File: src/rtl/grouped_irq_cfg.svh
/*
  constants for the grouped interrupt combiner: register offsets,
  field positions, reset values and vector addresses.
  assumes inclusion by bare name from the rtl files.
*/
`ifndef GROUPED_IRQ_CFG_SVH
`define GROUPED_IRQ_CFG_SVH

// ****************************************************************
// register byte offsets
// ****************************************************************
`define OFS_CTRL        8'h00
`define OFS_GRP_FLAG    8'h04
`define OFS_GRP_EN      8'h08
`define OFS_SRC_FLAG    8'h0C
`define OFS_SRC_EN      8'h10
`define OFS_MAP         8'h14
`define OFS_SVC         8'h18
`define OFS_WAKE_STAT   8'h1C
`define OFS_WAKE_MASK   8'h20

// ****************************************************************
// field positions and reset values
// ****************************************************************
`define CTRL_GIE_BIT    0
`define CTRL_RESET      32'h0000_0000
`define MAP_RESET       32'h0000_0000
`define WAKE_EVT_BIT    0
`define VEC_BASE        16'h000C
`define VEC_STEP        16'h0004

`endif

File: src/rtl/grouped_irq_pkg.sv
/*
  types shared by the combiner files.
  assumes nothing of its surroundings.
*/
package grouped_irq_pkg;
  // ****************************************************************
  // sequencer states, one-hot
  // ****************************************************************
  typedef enum logic [2:0] {
    SEQ_IDLE   = 3'b001,
    SEQ_VECTOR = 3'b010,
    SEQ_SERVE  = 3'b100
  } seq_state_type;
endpackage

File: src/rtl/member_flags_if.sv
/*
  interface carrying member source flags from the source bank to the
  combiner core.
  assumes one clock domain shared by both ends.
*/
`timescale 1ns/1ns
interface member_flags_if #(
  parameter int NSRC = 8
);
  logic [NSRC-1:0] flags;   // member request flags
  logic [NSRC-1:0] rising;  // one-cycle pulse on each flag rise
  modport bank (output flags, output rising);
  modport core (input flags, input rising);
endinterface

File: src/rtl/grouped_irq_combiner.sv
/*
  grouped interrupt combiner: member flags feed up to three grouped
  request flags, which vector the core in fixed priority order.
  assumes an avalon-mm master on sys_clk and a core that acknowledges
  vectors and signals return-from-irq with a one-cycle pulse.
*/
// Behaviour
// - three grouped channels, own flag, own vector
// - group requests come only from member sources
// - request asserted while any group flag set
// - group flag set by enabled member flag set
// - enabled group, stack room: call its vector
// - servicing clears serviced group flag
// - servicing clears global interrupt enable
// - vector needs global, member and group enables
// - timer matches set period and compare flags
// - any flag rise raises a wake-up
// - return-from-irq sets global enable again
`timescale 1ns/1ns
`include "grouped_irq_cfg.svh"
module grouped_irq_combiner #(
  parameter int NGRP   = 3,
  parameter int NTIMER = 3,
  parameter int NSRC   = 2 * NTIMER + 2
) (
  input  wire logic                 sys_clk,
  input  wire logic                 arst_n,
  // avalon-mm slave
  input  wire logic [7:0]           address,
  input  wire logic                 read,
  input  wire logic                 write,
  input  wire logic [31:0]          writedata,
  input  wire logic [3:0]           byteenable,
  output logic      [31:0]          readdata,
  output logic                      waitrequest,
  // member source events, asynchronous pins
  input  wire logic [NTIMER-1:0]    timerPeriodMatch,
  input  wire logic [NTIMER-1:0]    timerCompareMatch,
  input  wire logic                 lowSupplyDetect,
  input  wire logic                 nvWriteDone,
  // core sequencer side
  input  wire logic                 stackFull,
  input  wire logic                 vectorAck,
  input  wire logic                 returnFromIrqInstr,
  input  wire logic                 returnPlain,
  output logic                      groupIrqReq,
  output logic                      vectorReq,
  output logic      [15:0]          vectorAddr,
  output logic                      wakeUp,
  output logic                      irqOut
);
  // ****************************************************************
  // declarations
  // ****************************************************************
  localparam int GW = $clog2(NGRP);
  // gw is the width of a group index; three groups need two bits

  logic [NSRC-1:0]      evtMeta_q;     // first sync stage
  logic [NSRC-1:0]      evtSync_q;     // second sync stage
  logic [NSRC-1:0]      evtPrev_q;     // for edge detect
  logic [NSRC-1:0]      srcEvent;      // one-cycle event pulse
  logic [NSRC-1:0]      srcEn_q;       // member enables
  logic [NSRC-1:0]      swClear;       // member flag clear strobe
  logic [NSRC-1:0]      swSet;         // member flag set strobe
  logic [NGRP-1:0]      grpFlag_q;     // grouped request flags
  logic [NGRP-1:0]      grpEn_q;       // grouped channel enables
  logic [2*NSRC-1:0]    map_q;         // group index per member
  logic                 gie_q;         // global interrupt enable
  logic [NGRP-1:0]      grpSet;        // group flag set terms
  logic [NGRP-1:0]      grpEligible;   // groups allowed to vector
  logic [GW-1:0]        pickIdx;       // highest priority group
  logic                 pickValid;     // any eligible group
  logic [GW-1:0]        svcIdx_q;      // group under service
  logic [15:0]          vecAddr_q;     // vector address register
  logic                 wakeStat_q;    // sticky wake-up status
  logic                 wakeMask_q;    // wake interrupt mask
  logic                 wakePulse;     // any flag rise
  logic                 svcTake;       // vector acknowledged
  logic                 wrHit;         // register write
  logic                 rdPend_q;      // read answered next cycle
  logic [31:0]          rdData_d;      // read mux output
  logic [31:0]          rdData_q;      // registered read data
  logic [31:0]          wMask;         // byte enable mask
  grouped_irq_pkg::seq_state_type state_q;
  grouped_irq_pkg::seq_state_type state_d;

  member_flags_if #(.NSRC(NSRC)) mf ();

  // ****************************************************************
  // pin synchronisers and event edge detect
  // ****************************************************************
  // double flop all asynchronous source lines
  // the pins are levels from other clock domains, so nothing but the
  // second stage reads the first; the third stage only remembers
  // the synced level for edge detection
  always_ff @(posedge sys_clk or negedge arst_n) begin
    if (!arst_n) begin
      evtMeta_q <= '0;
      evtSync_q <= '0;
      evtPrev_q <= '0;
    end else begin
      evtMeta_q <= {nvWriteDone, lowSupplyDetect,
                    timerCompareMatch, timerPeriodMatch};
      evtSync_q <= evtMeta_q;
      evtPrev_q <= evtSync_q;
    end
  end

  // a match or detect event is its rising edge
  // a level held high for many cycles counts once, so a stuck
  // comparator cannot keep re-setting a cleared member flag
  assign srcEvent = evtSync_q & ~evtPrev_q;

  // ****************************************************************
  // member flag bank
  // ****************************************************************
  // sticky member flags; an event wins over a clear in one cycle
  member_flag_bank #(
    .NSRC(NSRC)
  ) u_bank (
    .sys_clk (sys_clk),
    .arst_n  (arst_n),
    .srcEvent(srcEvent),
    .swClear (swClear),
    .swSet   (swSet),
    .mf      (mf.bank)
  );

  // ****************************************************************
  // avalon-mm slave: fixed one-wait read, zero-wait write
  // ****************************************************************
  assign wMask = {{8{byteenable[3]}}, {8{byteenable[2]}},
                  {8{byteenable[1]}}, {8{byteenable[0]}}};
  assign wrHit = write;
  // read waits one cycle so data come from a flop
  // writes never wait: a write is taken at the edge it is seen
  assign waitrequest = read & ~rdPend_q;

  // read pending toggle
  // high only in the second cycle of a read, so a held read
  // starts a fresh access after each answer
  always_ff @(posedge sys_clk or negedge arst_n) begin
    if (!arst_n) begin
      rdPend_q <= 1'b0;
    end else begin
      rdPend_q <= read & ~rdPend_q;
    end
  end

  // member flag write strobes: write one clears, set strobe tied low
  assign swClear = (wrHit && address == `OFS_SRC_FLAG) ?
                   writedata[NSRC-1:0] & wMask[NSRC-1:0] : '0;
  // no software set path: member flags rise only from events, so a
  // bus write can never force a flag high
  assign swSet   = '0;

  // read mux, unmapped reads zero
  // the service register shows the vector of the group last taken
  always_comb begin
    rdData_d = 32'h0000_0000;
    case (address)
      `OFS_CTRL:      rdData_d[`CTRL_GIE_BIT] = gie_q;
      `OFS_GRP_FLAG:  rdData_d[NGRP-1:0] = grpFlag_q;
      `OFS_GRP_EN:    rdData_d[NGRP-1:0] = grpEn_q;
      `OFS_SRC_FLAG:  rdData_d[NSRC-1:0] = mf.flags;
      `OFS_SRC_EN:    rdData_d[NSRC-1:0] = srcEn_q;
      `OFS_MAP:       rdData_d[2*NSRC-1:0] = map_q;
      `OFS_SVC:       rdData_d[15:0] = vecAddr_q;
      `OFS_WAKE_STAT: rdData_d[`WAKE_EVT_BIT] = wakeStat_q;
      `OFS_WAKE_MASK: rdData_d[`WAKE_EVT_BIT] = wakeMask_q;
      default:        rdData_d = 32'h0000_0000;
    endcase
  end

  // registered read data
  // loaded in the first cycle of a read, held until the next read
  always_ff @(posedge sys_clk or negedge arst_n) begin
    if (!arst_n) begin
      rdData_q <= 32'h0000_0000;
    end else if (read && !rdPend_q) begin
      rdData_q <= rdData_d;
    end
  end
  assign readdata = rdData_q;

  // enable and map registers
  // byte lanes mask each field; unmapped offsets are ignored
  always_ff @(posedge sys_clk or negedge arst_n) begin
    if (!arst_n) begin
      grpEn_q    <= '0;
      srcEn_q    <= '0;
      map_q      <= (2*NSRC)'(`MAP_RESET);
      wakeMask_q <= 1'b0;
    end else if (wrHit) begin
      case (address)
        `OFS_GRP_EN:
          grpEn_q <= (grpEn_q & ~wMask[NGRP-1:0]) |
                     (writedata[NGRP-1:0] & wMask[NGRP-1:0]);
        `OFS_SRC_EN:
          srcEn_q <= (srcEn_q & ~wMask[NSRC-1:0]) |
                     (writedata[NSRC-1:0] & wMask[NSRC-1:0]);
        `OFS_MAP:
          map_q <= (map_q & ~wMask[2*NSRC-1:0]) |
                   (writedata[2*NSRC-1:0] & wMask[2*NSRC-1:0]);
        `OFS_WAKE_MASK:
          if (byteenable[0]) begin
            wakeMask_q <= writedata[`WAKE_EVT_BIT];
          end
        default: ;
      endcase
    end
  end

  // ****************************************************************
  // grouped request flags
  // ****************************************************************
  genvar g;
  for (g = 0; g < NGRP; g++) begin : g_grp
    logic [NSRC-1:0] member;  // members mapped to this group
    genvar s;
    for (s = 0; s < NSRC; s++) begin : g_mem
      assign member[s] = (map_q[2*s +: 2] == 2'(g));
    end
    // set only by a rising, enabled member flag
    // a member already set when its enable rises does not count
    assign grpSet[g] = |(mf.rising & srcEn_q & member);

    // set wins over service clear and software clear
    // software clears a group flag by writing a one to its bit
    always_ff @(posedge sys_clk or negedge arst_n) begin
      if (!arst_n) begin
        grpFlag_q[g] <= 1'b0;
      end else if (grpSet[g]) begin
        grpFlag_q[g] <= 1'b1;
      end else if (svcTake && svcIdx_q == GW'(g)) begin
        grpFlag_q[g] <= 1'b0;
      end else if (wrHit && address == `OFS_GRP_FLAG &&
                   byteenable[0] && writedata[g]) begin
        grpFlag_q[g] <= 1'b0;
      end
    end
    // vector needs group enable, global enable, stack room
    assign grpEligible[g] = grpFlag_q[g] & grpEn_q[g];
  end

  assign groupIrqReq = |grpFlag_q;

  // fixed priority, lowest index wins
  // the loop runs from the top, so the last hit is the lowest
  always_comb begin
    pickIdx   = '0;
    pickValid = 1'b0;
    for (int k = NGRP - 1; k >= 0; k--) begin
      if (grpEligible[k]) begin
        pickIdx   = GW'(k);
        pickValid = 1'b1;
      end
    end
  end

  // ****************************************************************
  // vector sequencer
  // ****************************************************************
  assign svcTake = (state_q == grouped_irq_pkg::SEQ_VECTOR) && vectorAck;

  // next state
  // idle waits for an eligible group, global enable and stack room;
  // serve waits for either kind of return from the core
  always_comb begin
    state_d = state_q;
    case (state_q)
      grouped_irq_pkg::SEQ_IDLE:
        if (pickValid && gie_q && !stackFull) begin
          state_d = grouped_irq_pkg::SEQ_VECTOR;
        end
      grouped_irq_pkg::SEQ_VECTOR:
        if (vectorAck) begin
          state_d = grouped_irq_pkg::SEQ_SERVE;
        end
      grouped_irq_pkg::SEQ_SERVE:
        if (returnFromIrqInstr || returnPlain) begin
          state_d = grouped_irq_pkg::SEQ_IDLE;
        end
      default: state_d = grouped_irq_pkg::SEQ_IDLE;
    endcase
  end

  // state register and captured channel and vector
  // index and vector are frozen when the request rises, so they
  // stand unchanged until the core acknowledges
  always_ff @(posedge sys_clk or negedge arst_n) begin
    if (!arst_n) begin
      state_q   <= grouped_irq_pkg::SEQ_IDLE;
      svcIdx_q  <= '0;
      vecAddr_q <= `VEC_BASE;
    end else begin
      state_q <= state_d;
      if (state_q == grouped_irq_pkg::SEQ_IDLE &&
          state_d == grouped_irq_pkg::SEQ_VECTOR) begin
        svcIdx_q  <= pickIdx;
        // each channel its own vector
        vecAddr_q <= `VEC_BASE + 16'(pickIdx) * `VEC_STEP;
      end
    end
  end

  assign vectorReq  = (state_q == grouped_irq_pkg::SEQ_VECTOR);
  assign vectorAddr = vecAddr_q;

  // global enable: software write, cleared on service, set by return
  // a plain return leaves it as the service left it, cleared
  always_ff @(posedge sys_clk or negedge arst_n) begin
    if (!arst_n) begin
      gie_q <= 1'(`CTRL_RESET);
    end else if (svcTake) begin
      gie_q <= 1'b0;
    end else if (returnFromIrqInstr) begin
      gie_q <= 1'b1;
    end else if (wrHit && address == `OFS_CTRL && byteenable[0]) begin
      gie_q <= writedata[`CTRL_GIE_BIT];
    end
  end

  // ****************************************************************
  // wake-up and bus interrupt
  // ****************************************************************
  // any flag rise wakes regardless of enables
  // the group term is the rise of a group flag, one edge early
  assign wakePulse = (|mf.rising) | (|grpSet);
  assign wakeUp    = wakePulse;

  // sticky wake status, write one to clear, set wins
  always_ff @(posedge sys_clk or negedge arst_n) begin
    if (!arst_n) begin
      wakeStat_q <= 1'b0;
    end else if (wakePulse) begin
      wakeStat_q <= 1'b1;
    end else if (wrHit && address == `OFS_WAKE_STAT && byteenable[0] &&
                 writedata[`WAKE_EVT_BIT]) begin
      wakeStat_q <= 1'b0;
    end
  end

  // level interrupt while the unmasked wake status stands
  assign irqOut = wakeStat_q & wakeMask_q;
endmodule

File: src/rtl/member_flag_bank.sv
/*
  sticky member request flags for timer, low-supply and nv-write
  sources; set by synchronised events, cleared by software write.
  assumes event inputs are already in the sys_clk domain.
*/
`timescale 1ns/1ns
module member_flag_bank #(
  parameter int NSRC = 8
) (
  input  wire logic            sys_clk,
  input  wire logic            arst_n,
  input  wire logic [NSRC-1:0] srcEvent,
  input  wire logic [NSRC-1:0] swClear,
  input  wire logic [NSRC-1:0] swSet,
  member_flags_if.bank         mf
);
  logic [NSRC-1:0] flag_q;  // sticky flags
  logic [NSRC-1:0] prev_q;  // flags one cycle earlier

  // ****************************************************************
  // per-flag sticky bit, set wins over clear
  // ****************************************************************
  genvar i;
  for (i = 0; i < NSRC; i++) begin : g_flag
    always_ff @(posedge sys_clk or negedge arst_n) begin
      if (!arst_n) begin
        flag_q[i] <= 1'b0;
      end else if (srcEvent[i] || swSet[i]) begin
        flag_q[i] <= 1'b1;
      end else if (swClear[i]) begin
        flag_q[i] <= 1'b0;
      end
    end
  end

  // previous value for edge detection
  always_ff @(posedge sys_clk or negedge arst_n) begin
    if (!arst_n) begin
      prev_q <= '0;
    end else begin
      prev_q <= flag_q;
    end
  end

  assign mf.flags  = flag_q;
  assign mf.rising = flag_q & ~prev_q;
endmodule

File: config.mk
export PLATFORM = sky130hd
export DESIGN_NAME = grouped_irq_combiner
export DESIGN_NICKNAME = d
export VERILOG_FILES = /design/src/rtl/grouped_irq_pkg.sv /design/src/rtl/member_flags_if.sv /design/src/rtl/grouped_irq_combiner.sv /design/src/rtl/member_flag_bank.sv
export VERILOG_INCLUDE_DIRS = /design/src /design/src/rtl
export SDC_FILE = /design/constraint.sdc
export NUM_CORES = 1
export LEC_CHECK = 0
export BUFFER_PORTS_ARGS = -buffer_cell sky130_fd_sc_hd__buf_2
export CAP_MARGIN = 20
export CORE_MARGIN = 10
export CORE_UTILIZATION = 57
export DETAILED_ROUTE_END_ITERATION = 8
export PLACE_DENSITY = 0.95
export SLEW_MARGIN = 20
export SYNTH_ARGS = -nofsm -noshare
export SYNTH_HDL_FRONTEND = slang
export SYNTH_HIERARCHICAL = 1
export SYNTH_SLANG_ARGS = --single-unit
export TNS_END_PERCENT = 100
File: constraint.sdc
create_clock -name sys_clk -period 4.62 [get_ports sys_clk]
set_clock_uncertainty 0.05 [all_clocks]
set_input_delay 0.462 -clock sys_clk [delete_from_list [all_inputs] [get_ports sys_clk]]
set_output_delay 0.462 -clock sys_clk [all_outputs]
set_load 0.02 [all_outputs]
---- After elaboration in Yosys (flattened, before gate mapping) ----
Cells that the tools add are included.
word-level totals
  output and inout port bits .............. 53
  bits of input ports ..................... 60
  flip-flop bits (word level) ............. 111
  logic and storage cells ................. 184
operators by class
  add/sub/neg operators ................... 1
  eq/ne operators ......................... 30
  muxes and demuxes ....................... 45
  bitwise operators ....................... 27
  reduce and logical (&&, ||, !) cells .... 55
operator list
  kind                  number
  $and A8 B8 Y8         8
  $mux W1               33
  $and A16 B16 Y16      2
  $eq A8 B5 Y1 const B  4
  $reduce_or A8 Y1      4
  $not A8 Y8            3
  $reduce_or A24 Y1     1
  $pmux W5 S4           1
  $logic_and A1 B1 Y1   19
  $eq A2 B1 Y1 const B  9
  $eq A2 B2 Y1 const B  9
  $logic_not A2 Y1      9
  $reduce_bool A2 Y1    9
  $eq A8 B4 Y1 const B  2
  $not A16 Y16          1
  $or A16 B16 Y16       1
  $pmux W8 S2           1
  $pmux W2 S6           1
  $reduce_bool A3 Y1    4
  $mux W3               3
  $pmux W1 S9           1
  $pmux W3 S3           1
  $eq A8 B3 Y1 const B  1
  $eq A8 B6 Y1 const B  1
  other kinds (19)      30

---- Longest topological paths before layout ----
Gate-level depths: netlist of the first run.
  depth after elaboration ................. 10
  mapped depth ............................ 6
  depth with buffers taken out ............ 6

---- Modules after synthesis ----
The synthesis of the first run kept the hierarchy.
modules (own cells, without submodules)
  module                instances  cells an instance  sequential area each (sq um)  area an instance (sq um)
  grouped_irq_combiner  1          343                2055.7                        3996.3
  member_flag_bank      1          48                 400.4                         530.5

---- Worst setup path before layout of the first run ----
No wires, ideal clock.
  path kind ............................... input to register
  start ................................... in address[4]
  end ..................................... reg with a tool-made name
  required time ........................... 4.445 ns
  path buffers ............................ 2
  arrival ................................. 1.913 ns
  library setup time ...................... 0.125 ns
  cell stages on the path ................. 6
  slack ................................... 2.533 ns
  path through ............................ buf_6 -> or4_1 -> buf_2 -> nor2_2 -> and3_1 -> mux2_2
RTL lines
  item             RTL line                    source
  start, declared  grouped_irq_combiner.sv:29  input wire logic [7:0] address,

---- Worst setup path in the final report of the first run ----
  start ................................... reg rdPend_q
  end ..................................... out waitrequest
on the way
  longest elaborated chain between the ends .. 2
ends and longest elaborated chain
  item                    RTL line                     source
  start, declared         grouped_irq_combiner.sv:80   logic rdPend_q;
  start signal, assigned  grouped_irq_combiner.sv:146  rdPend_q <= read & ~rdPend_q;
  $not A1 Y1              grouped_irq_combiner.sv:137  assign waitrequest = read & ~rdPend_q;
  $and A1 B1 Y1           grouped_irq_combiner.sv:137
  end, declared           grouped_irq_combiner.sv:35   output logic waitrequest,
No other way between the ends.

==> results.md, run 1 <==
* **insertion delay of the later-clocked pin in the worst-skew pair** 360 ps
* **crit share post-route** 50.9%
* **DRC marker count from the first detailed-route iteration** 245
* **number of rows in the core area** 32
* **number of different library cells in the post-synthesis netlist** 60
* **Tot GR Track Use** 18.3%
* **run status** completed
* **net switching power** 401 uW
* **arrival time of data at the critical path endpoint** 1840 ps
* **first-pass GRT wire length** 17,100 um
* **fraction of final layout cells with drive strength greater than 1** 26.2%
* **CTS sink cnt** 98
* **Die Ht** 109 um
* **ys async rst share** 100%
* **post-layout util** 65.5%
* **pin count of the biggest net entering global routing** 64
* **worst flop-to-flop path endpoint** readdata[7]
* **largest fanout of any net on the critical path** 18
* **number of max-cap violations** 0
* **Synth area leader** sky130_fd_sc_hd__dfrtp_1
* **combinational fraction of design power** 9.2%
* **most used cells in the layout excluding fill and tap cells** sky130_fd_sc_hd__dfrtp_1, sky130_fd_sc_hd__buf_2, sky130_fd_sc_hd__conb_1, sky130_fd_sc_hd__nor2_1, sky130_fd_sc_hd__mux2_2
* **number of hold violations in the final report** 0
* **via count of the first global-routing pass** 3,475
* **cell count after synthesis** 391
* **number of vias after detailed routing** 3,347
* **post-detailed-routing wire length** 10,800 um
* **cell count of the worst reg-to-reg path** 4
* **relative max-transition margin** 29.4%
* **maximum vdd ir drop** 258 uV
* **CTS tree** yes
* **Initial Utilization** 58.6%
* **predominant post-synthesis flop cell** sky130_fd_sc_hd__dfrtp_1
* **Internal Pwr Total** 1210 uW
* **clock transition at the registers of the reported paths** 90 ps
* **ports placed on the boundary** 113
* **kind of path behind the tightest hold check** in2async
* **transition time at the pin with the least slew margin** 1050 ps
* **global route total overflow** 0
* **root buffer cell** sky130_fd_sc_hd__clkbuf_8
* **post-DP HPWL** 8230 um
* **average instance area after synthesis** 11.6 um2
* **Synth-to-Final Area Change** 11.8%
* **via/cell ratio** 5.85
* **average wire length per cell after detail routing** 18.9 um
* **warnings from Yosys** 6
* **Worst Setup Path Type** reg2out
* **antenna viol nets, final** 0
* **port bufs** 65
* **overall die width** 109 um
* **number of buffers added by the clock tree synthesis step** 9
* **synthesized flop and latch total** 98
* **Placed Area** 4870 um2
* **portion of the post-synthesis area used by sequential elements** 54.3%
* **launching element type of the critical path** register
* **leakage** 0.00250 uW
* **Hold Buf Count CTS** 0
* **Critical Path End Type** primary output
* **Max Slew Vio Count** 0
* **highest clock rate** 425 MHz
* **Clock power frac** 34.1%
* **maximum root-to-sink buffer count** 2
* **most common cell after layout, fill and taps aside** sky130_fd_sc_hd__dfrtp_1
* **buffers inserted during post-CTS setup optimization** 0
* **ranking of synthesized cells by area** sky130_fd_sc_hd__dfrtp_1, sky130_fd_sc_hd__mux2_2, sky130_fd_sc_hd__buf_4
* **final weighted congestion in routability-driven placement** 0.901
* **post-route standard cell area excluding fillers** 5060 um2
* **data required time at the worst endpoint** 4110 ps
* **post-cts sizing count** 0
* **remaining design rule violation count** 0
* **count of antenna diodes in the layout** 0
* **Pwr per Cell Area** 318 nW/um2
* **number of enable-type register cells in the synthesized netlist** 0
* **area of the die** 11,900 um2
* **switching share of power** 24.9%
* **maximum level of the CTS H-tree** 3
* **total negative slack for setup checks** 0 ps
* **post-synth design cell area** 4530 um2
* **proportion of netlist area held by the largest area contributor** 52.5%
* **final critical path time including I/O delays and setup** 2350 ps
* **Placeable Area** 7730 um2
* **Critical Path Source** rdPend_q
* **setup repair after global routing missed its margin** false
* **launch instance of the worst register-to-register path** rdPend_q
* **DR pass1 iterations** 5
* **# setup viols final** 0
* **antenna violations before repair** 0
* **Net count, final** 528
* **reg-to-reg slack, setup** 2710 ps
* **share of total power in sequential cells** 56.7%
-- cell usage after synthesis (2+ instances only) --
library cell and instances:
sky130_fd_sc_hd__or3_1 2, sky130_fd_sc_hd__nor2_1 32, sky130_fd_sc_hd__a22o_1 15, sky130_fd_sc_hd__nor4_1 8, sky130_fd_sc_hd__a21oi_1 4, sky130_fd_sc_hd__nor2_8 2
sky130_fd_sc_hd__o21ai_1 8, sky130_fd_sc_hd__nor3_1 12, sky130_fd_sc_hd__o311ai_0 4, sky130_fd_sc_hd__a22oi_1 3, sky130_fd_sc_hd__nand4b_1 6, sky130_fd_sc_hd__buf_4 29
sky130_fd_sc_hd__nand4_1 3, sky130_fd_sc_hd__o21ai_0 2, sky130_fd_sc_hd__a221o_1 2, sky130_fd_sc_hd__o2bb2ai_1 6, sky130_fd_sc_hd__or4_1 2, sky130_fd_sc_hd__mux2_2 30
sky130_fd_sc_hd__a32oi_1 4, sky130_fd_sc_hd__nand2_1 20, sky130_fd_sc_hd__buf_2 2, sky130_fd_sc_hd__nand3_1 5, sky130_fd_sc_hd__nand4bb_1 2, sky130_fd_sc_hd__dfstp_2 3
sky130_fd_sc_hd__nor2b_1 9, sky130_fd_sc_hd__and2_1 9, sky130_fd_sc_hd__clkbuf_1 5, sky130_fd_sc_hd__mux2i_1 13, sky130_fd_sc_hd__nor3_4 2, sky130_fd_sc_hd__dfrtp_1 95
sky130_fd_sc_hd__inv_1 20, sky130_fd_sc_hd__nand2b_1 3, sky130_fd_sc_hd__and3_1 2
-- power groups by stage --
stage	logic [uW]	registers (uW)	clock network, uW
after detailed placement	147	930	0
after CTS	148	913	558
after floorplan	96.5	931	0
after global placement	143	927	0
final	148	913	550
after global routing	163	917	594
-- layer usage --
metal  vias up  global-route usage (%)  part of all wire (%)
met5         -                       0                     0
met4         0                    8.57                   2.9
met3        39                    5.49                    10
met2       175                    31.0                    50
met1      1640                    20.9                    37
li1       1493                       -                     -
-- per-stage QoR --
step,cells,setup WS [ps],total power [uW],hold slack (ps)
5_1_grt,572,2130,1670,129
6_report,572,2270,1610,120
3_3_place_gp,558,2120,1070,282
3_5_place_dp,558,2100,1080,287
2_1_floorplan,427,2530,1030,116
4_1_cts,572,2230,1620,141
-- cell type report --
| type | instances | area, um2 |
|---|---|---|
| Clock buffer | 12 | 155 |
| Clock inverter | 2 | 37.5 |
| Fill cell | 581 | 2670 |
| Inverter | 20 | 75.1 |
| Multi-Input combinational cell | 272 | 1870 |
| Sequential cell | 98 | 2460 |
| Tap cell | 102 | 128 |
| Timing Repair Buffer | 66 | 335 |
-- worst max-delay path by stage --
stage	slack [ps]	to	cells after the start
after CTS	2230	waitrequest	3
final	2270	waitrequest	3
after detailed placement	2100	register	5
after global routing	2130	waitrequest	3
after floorplan	2530	register	6
after global placement	2120	register	5
-- logic make-up after synthesis --
kind of cell             synth area share, %
AND/OR/NAND/NOR                         16.6
flip-flops                              54.3
AO/OA/AOI/OAI                           10.6
buffers and inverters                   7.35
multiplexers                            10.6
adder cells (fa/ha/maj)                0.276
other                                 0.0828
XOR/XNOR                               0.194
-- critical path, cell delays in order, from the launching register on --
cell and delay, ps:
sky130_fd_sc_hd__dfrtp_1 320, sky130_fd_sc_hd__nand2b_1 680, sky130_fd_sc_hd__inv_1 250, sky130_fd_sc_hd__buf_2 240
Note: power is estimated with default switching activity, not from simulation.
==> inputs of run 2 (changes only) <==
ABC_AREA = 1   (was unset)
CORE_UTILIZATION = 48   (was 57)
PLACE_DENSITY = 0.88   (was 0.95)
clock period = 1.9 ns   (was 4.62 ns; I/O delays follow)
==> run 2 against run 1 <==
Final cell count up 35%. Non-clock buffer count up 22. Global-route usage down 2.9 points. Flip-flop and latch count unchanged. Synthesized area up 3.3%. Synthesized cell count up 39%. Sequential power up 150%. Total power rose to 2.5 times the previous value. Utilization down 7.4 points. Register-to-register slack worse by 2400 ps. Highest routed layer unchanged.
==> results.md, run 2 <==
* **Worst path max stage delay** 410 ps, -270 ps
* **most common cell after layout, fill and taps aside** sky130_fd_sc_hd__nand2_1
* **pin count of the biggest net entering global routing** 41, -36%
* **transition time at the pin with the least slew margin** 694 ps, -356 ps
* **Critical Path End Type** primary output
* **highest-delay cell along the critical path** sky130_fd_sc_hd__dfrtp_1
* **Synth area leader** sky130_fd_sc_hd__dfrtp_1
* **largest fanout of any net on the critical path** 3, -15
* **post-synth design cell area** 4670 um2, +3.3%
* **final critical path time including I/O delays and setup** 1790 ps
* **antenna viol nets, final** 0, unchanged
* **maximum root-to-sink buffer count** 2, unchanged
* **average wire length per cell after detail routing** 14.1 um, -25%
* **final weighted congestion in routability-driven placement** 0.867, -3.8%
* **predominant post-synthesis flop cell** sky130_fd_sc_hd__dfrtp_1
* **warnings from Yosys** 6, unchanged
* **met3 demand-to-capacity share in global routing** 4.47%, -1.0 points
* **antenna violations before repair** 0, unchanged
* **run status** completed
* **Placeable Area** 9370 um2, +21%
* **number of buffers added by the clock tree synthesis step** 9, unchanged
* **number of rows in the core area** 35, +9.4%
* **Worst Setup Path Type** reg2out
* **most frequent cell after synthesis** sky130_fd_sc_hd__nand2_1
* **met1 Resource Use GR** 18.1%, -2.8 points
* **port bufs** 65, unchanged
* **post-DP HPWL** 8350 um, +1.4%
* **leakage** 0.00289 uW, +16%
* **area of the die** 14,100 um2, +18%
* **global route total overflow** 0, unchanged
* **final hold slack** 24.8 ps, -94.8 ps
* **number of max-cap violations** 0, unchanged
* **fraction of final layout cells with drive strength greater than 1** 20.0%, -6.2 points
* **launching element type of the critical path** register
* **most used cells in the layout excluding fill and tap cells** sky130_fd_sc_hd__nand2_1, sky130_fd_sc_hd__dfrtp_1, sky130_fd_sc_hd__inv_1, sky130_fd_sc_hd__buf_2, sky130_fd_sc_hd__nand3_1
* **root buffer cell** sky130_fd_sc_hd__clkbuf_8
* **via/cell ratio** 4.91, -16%
* **DR pass1 iterations** 5, unchanged
* **number of enable-type register cells in the synthesized netlist** 0, unchanged
* **CTS sink cnt** 98, unchanged
* **CTS tree** yes
* **Placed Area** 5080 um2, +4.3%
* **number of different library cells in the post-synthesis netlist** 36, -40%
* **maximum vdd ir drop** 425 uV, +65%
* **DRC marker count from the first detailed-route iteration** 273, +11%
* **post-layout util** 58.1%, -7.4 points
* **number of vias after detailed routing** 3,803, +14%
* **ports placed on the boundary** 113, unchanged
* **Pwr per Cell Area** 744 nW/um2, +130%
* **remaining design rule violation count** 0, unchanged
* **Die Ht** 119 um, +8.8%
* **post-detailed-routing wire length** 10,900 um, +0.89%
* **Synth-to-Final Area Change** 16.5%
* **insertion delay of the later-clocked pin in the worst-skew pair** 360 ps, about the same
* **number of hold violations in the final report** 0, unchanged
* **data required time at the worst endpoint** 1660 ps, -2450 ps
* **post-route standard cell area excluding fillers** 5450 um2, +7.6%
* **portion of the post-synthesis area used by sequential elements** 52.5%, -1.7 points
* **highest clock rate** 559 MHz
* **relative max-transition margin** 53.7%, +24 points
* **# setup viols final** 0, unchanged
* **ys async rst share** 100%, unchanged
* **met2 usage** 25.5%, -5.5 points
* **filler instances** 830, +43%
* **gr busiest metal** met2
* **Initial Utilization** 49.9%, -8.7 points
* **proportion of netlist area held by the largest area contributor** 50.9%, -1.7 points
* **ranking of synthesized cells by area** sky130_fd_sc_hd__dfrtp_1, sky130_fd_sc_hd__nand2_1, sky130_fd_sc_hd__inv_1
* **average instance area after synthesis** 8.62 um2, -26%
* **kind of path behind the tightest hold check** in2reg
* **arrival time of data at the critical path endpoint** 1550 ps, -290 ps
* **Net count, final** 701, +33%
* **clock transition at the registers of the reported paths** 90 ps, about the same
* **first-pass GRT wire length** 18,100 um, +6.0%
* **synthesized flop and latch total** 98, unchanged
* **maximum level of the CTS H-tree** 3, unchanged
* **Tot GR Track Use** 15.4%, -2.9 points
* **most instantiated cells after synthesis** sky130_fd_sc_hd__nand2_1, sky130_fd_sc_hd__dfrtp_1, sky130_fd_sc_hd__inv_1
* **Max Slew Vio Count** 0, unchanged
* **via count of the first global-routing pass** 3,853, +11%
* **crit share post-route** 94.2%
* **cell count after synthesis** 542, +39%
* **count of antenna diodes in the layout** 0, unchanged
* **ordered list of cells on the worst path** inv_1, nor2_2, nor4_2, nand3_1, buf_4
* **overall die width** 119 um, +8.8%
* **PnR Total Power** 4050 uW, +150%
## run 2: cell types whose count changed after synthesis, sizes merged, moves of 15 or more
cell and change:
a22o -15, nor2 +21, nand3 +44, o21ai +29, mux2 -31, nand2 +112, inv +59
## run 2: layer usage
metal / wire [um] / up-vias / part of all wire (%)
met5: 0 / - / 0
met4: 324 / 0 / 3.0
met3: 888 / 24 / 8.2
met2: 5320 / 145 / 49
met1: 4350 / 1783 / 40
li1: - / 1851 / -
## run 2: through the flow
step,std cells,setup TNS (ps),setup WS (ps)
after floorplan,578,0,539
after global placement,740,0,388
after detailed placement,740,0,329
after CTS,771,0,47.4
after global routing,774,-10.4,-10.4
final,774,0,111
## run 2: what timing repair did
item / in CTS / in global routing
setup buffers: 0 / 3
hold endpoints to repair: 47 / 0
gates resized for setup: 0 / 2
setup endpoints to repair: 0 / 1
hold buffers: 15 / 0
## run 2: worst paths after layout
kind	from	to	slack, ps	cells after the start
worst max-delay path	u_bank/mf.flags[0]	wakeUp	110	5
worst min-delay path	writedata[5]	register	20	3
worst max register to register	state_q[0]	vectorAddr[4]	350	7
worst min register to register	evtMeta_q[7]	evtSync_q[7]	300	0
max in group asynchronous	arst_n	async pin	810	3
min in group asynchronous	arst_n	evtMeta_q[0]	300	2
## run 2: cell families after synthesis
family                   share of synthesized area, %
other                                          0.0802
flip-flops                                       52.5
AND/OR/NAND/NOR                                  26.4
adder cells (fa/ha/maj)                         0.268
AO/OA/AOI/OAI                                    8.54
buffers and inverters                            12.1
## run 2: report_power, final
part | leakage (uW) | total, uW | switching (uW) | internal (uW)
Clock | 0.0000910 | 1290 | 679 | 614
Combinational | 0.00169 | 481 | 331 | 151
Sequential | 0.00111 | 2280 | 68.5 | 2210
Total | 0.00289 | 4050 | 1080 | 2970
## run 2: worst max-delay path: cells and delay by family (launching register included)
family	cells	cell delay [ps]
AND/OR/NAND/NOR	3	500
flip-flops	1	410
buffers and inverters	2	290
## run 2: final cells by class
| cell class | count | area (um2) | share of cell area, % |
|---|---|---|---|
| Sequential cell | 98 | 2460 | 45.1 |
| Clock buffer | 12 | 135 | 2.48 |
| Timing Repair Buffer | 88 | 553 | 10.2 |
| Multi-Input combinational cell | 364 | 1790 | 32.9 |
| Inverter | 79 | 297 | 5.44 |
| Clock inverter | 4 | 51.3 | 0.942 |
| Tap cell | 129 | 161 | 2.96 |
==> inputs of run 3 (changes only) <==
CTS_BUF_LIST = sky130_fd_sc_hd__clkbuf_8 sky130_fd_sc_hd__clkbuf_16   (was unset)
==> run 3 against run 2 <==
Critical endpoint unchanged. Critical path depth did not move. First-iteration DRC count fell by 2.9%. Global-route usage did not move. Register-to-register slack barely moved. Total power fell by 0.39%. Via count fell by 0.11%. Count of clock-buffer cells in the layout fell by 3.
==> results.md, run 3 (same netlist as run 2, synthesis figures left out) <==
* **post-detailed-routing wire length** 10,900 um, unchanged
* **remaining design rule violation count** 0, unchanged
* **Net count, final** 701, unchanged
* **CTS sink cnt** 98, unchanged
* **number of buffers added by the clock tree synthesis step** 9, unchanged
* **global route total overflow** 0, unchanged
* **crit share post-route** 94.3%, +0.13 points
* **DRC marker count from the first detailed-route iteration** 265, -2.9%
* **kind of path behind the tightest hold check** in2reg
* **most common cell after layout, fill and taps aside** sky130_fd_sc_hd__nand2_1
* **Tot GR Track Use** 15.4%, unchanged
* **fraction of final layout cells with drive strength greater than 1** 20.0%, unchanged
* **Synth-to-Final Area Change** 16.5%, unchanged
* **Critical Path End Type** primary output
* **Initial Utilization** 49.9%, unchanged
* **highest clock rate** 558 MHz, -0.14%
* **data required time at the worst endpoint** 1660 ps, about the same
* **Max Slew Vio Count** 0, unchanged
* **Pwr per Cell Area** 741 nW/um2, -0.39%
* **highest-delay cell along the critical path** sky130_fd_sc_hd__dfrtp_1
* **total negative slack for setup checks** 0 ps, unchanged
* **pin count of the biggest net entering global routing** 41, unchanged
* **largest fanout of any net on the critical path** 3, unchanged
* **buffering stage count on the worst path with inverters included** 2, unchanged
* **Placeable Area** 9370 um2, unchanged
* **port bufs** 65, unchanged
* **arrival time of data at the critical path endpoint** 1550 ps, about the same
* **run status** completed
* **root buffer cell** sky130_fd_sc_hd__clkbuf_8
* **final hold slack** 23.8 ps, -0.967 ps
* **antenna violations before repair** 0, unchanged
* **worst setup slack after placement** 329 ps, unchanged
* **clock transition at the registers of the reported paths** 100 ps, about the same
* **count of antenna diodes in the layout** 0, unchanged
* **post-DP HPWL** 8350 um, unchanged
* **Die Ht** 119 um, unchanged
* **relative max-transition margin** 53.6%, -0.095 points
* **PnR Total Power** 4040 uW, -0.39%
* **leakage** 0.00290 uW, +0.43%
* **number of hold violations in the final report** 0, unchanged
* **launching element type of the critical path** register
* **maximum level of the CTS H-tree** 3, unchanged
* **maximum vdd ir drop** 424 uV, about the same
* **antenna viol nets, final** 0, unchanged
* **average wire length per cell after detail routing** 14.1 um, unchanged
* **# setup viols final** 0, unchanged
* **first-pass GRT wire length** 18,100 um, unchanged
* **Worst Setup Path Type** reg2out
* **DR pass1 iterations** 7, +2
* **ports placed on the boundary** 113, unchanged
* **maximum root-to-sink buffer count** 2, unchanged
* **via/cell ratio** 4.91, -0.11%
* **final critical path time including I/O delays and setup** 1790 ps, +2.48 ps
* **overall die width** 119 um, unchanged
* **transition time at the pin with the least slew margin** 695 ps, +1.43 ps
* **ordered list of cells on the worst path** inv_1, nor2_2, nor4_2, nand3_1, buf_4
* **smallest setup slack after layout** 109 ps, -2.48 ps
* **number of max-cap violations** 0, unchanged
* **Worst path max stage delay** 410 ps, about the same
* **insertion delay of the later-clocked pin in the worst-skew pair** 360 ps, about the same
* **most used cells in the layout excluding fill and tap cells** sky130_fd_sc_hd__nand2_1, sky130_fd_sc_hd__dfrtp_1, sky130_fd_sc_hd__inv_1, sky130_fd_sc_hd__buf_2, sky130_fd_sc_hd__nand3_1
* **Placed Area** 5080 um2, unchanged
* **Largest delay share family, worst path** simple AND/OR/NAND/NOR gates
* **CTS tree** yes
* **final weighted congestion in routability-driven placement** 0.867, unchanged
* **post-route standard cell area excluding fillers** 5450 um2, unchanged
* **number of rows in the core area** 35, unchanged
* **number of vias after detailed routing** 3,799, -0.11%
* **area of the die** 14,100 um2, unchanged
* **via count of the first global-routing pass** 3,853, unchanged
==> run 3: cell types whose count changed in the layout (fill, tap and decap cells not counted), sizes merged <==
cell / delta
clkbuf: -3
inv: +3
==> run 3: area by class of cell <==
type	instances	area, um2
multi-input cells	364	1790
fillers	830	3930
clock buffers	9	124
repair buffers	88	553
inverters	79	297
well taps	129	161
flip-flops and latches	98	2460
clock inverters	7	62.6
==> run 3: final timing paths <==
kind                                    startpoint            end  slack, ps  depth (start not counted)
worst max register to register          state_q[0]  vectorAddr[4]        350                          7
worst max-delay path            u_bank/mf.flags[0]         wakeUp        110                          5
worst min register to register        evtMeta_q[7]   evtSync_q[7]        300                          0
max in group asynchronous                   arst_n      async pin        810                          3
worst min-delay path                 writedata[12]       register         20                          3
min in group asynchronous                   arst_n   evtMeta_q[0]        300                          2
==> run 3: worst register-to-register path: cells and delay by family, from the launching register on <==
| family | cells | cell delay [ps] |
|---|---|---|
| AOI/OAI and AO/OA | 1 | 50 |
| and+or+nand+nor | 3 | 550 |
| buffers and inverters | 3 | 260 |
| DFF | 1 | 540 |
==> run 3: through the flow <==
step	std cells	util (%)
final	774	58.1
after CTS	771	57.8
after global routing	774	58.1
after detailed placement	740	54.2
after floorplan	578	-
after global placement	740	54.2
==> run 3: power by group <==
| group | internal, uW | switching (uW) |
|---|---|---|
| logic | 151 | 331 |
| registers | 2210 | 68.6 |
| clock network | 597 | 679 |
==> run 3: metal layers <==
metal  global-route usage (%)  vias up  wire length [um]
li1                         -     1853                 -
met2                     25.5      140              5340
met3                     4.47       24               857
met4                     7.33        0               327
met1                     18.1     1782              4370
met5                        0        -                 0
==> run 3: what timing repair did <==
action	CTS	global route
resized for setup	0	2
endpoints found under the hold margin	47	0
endpoints found under the setup margin	0	1
buffers inserted	0	3
hold buffers	15	0
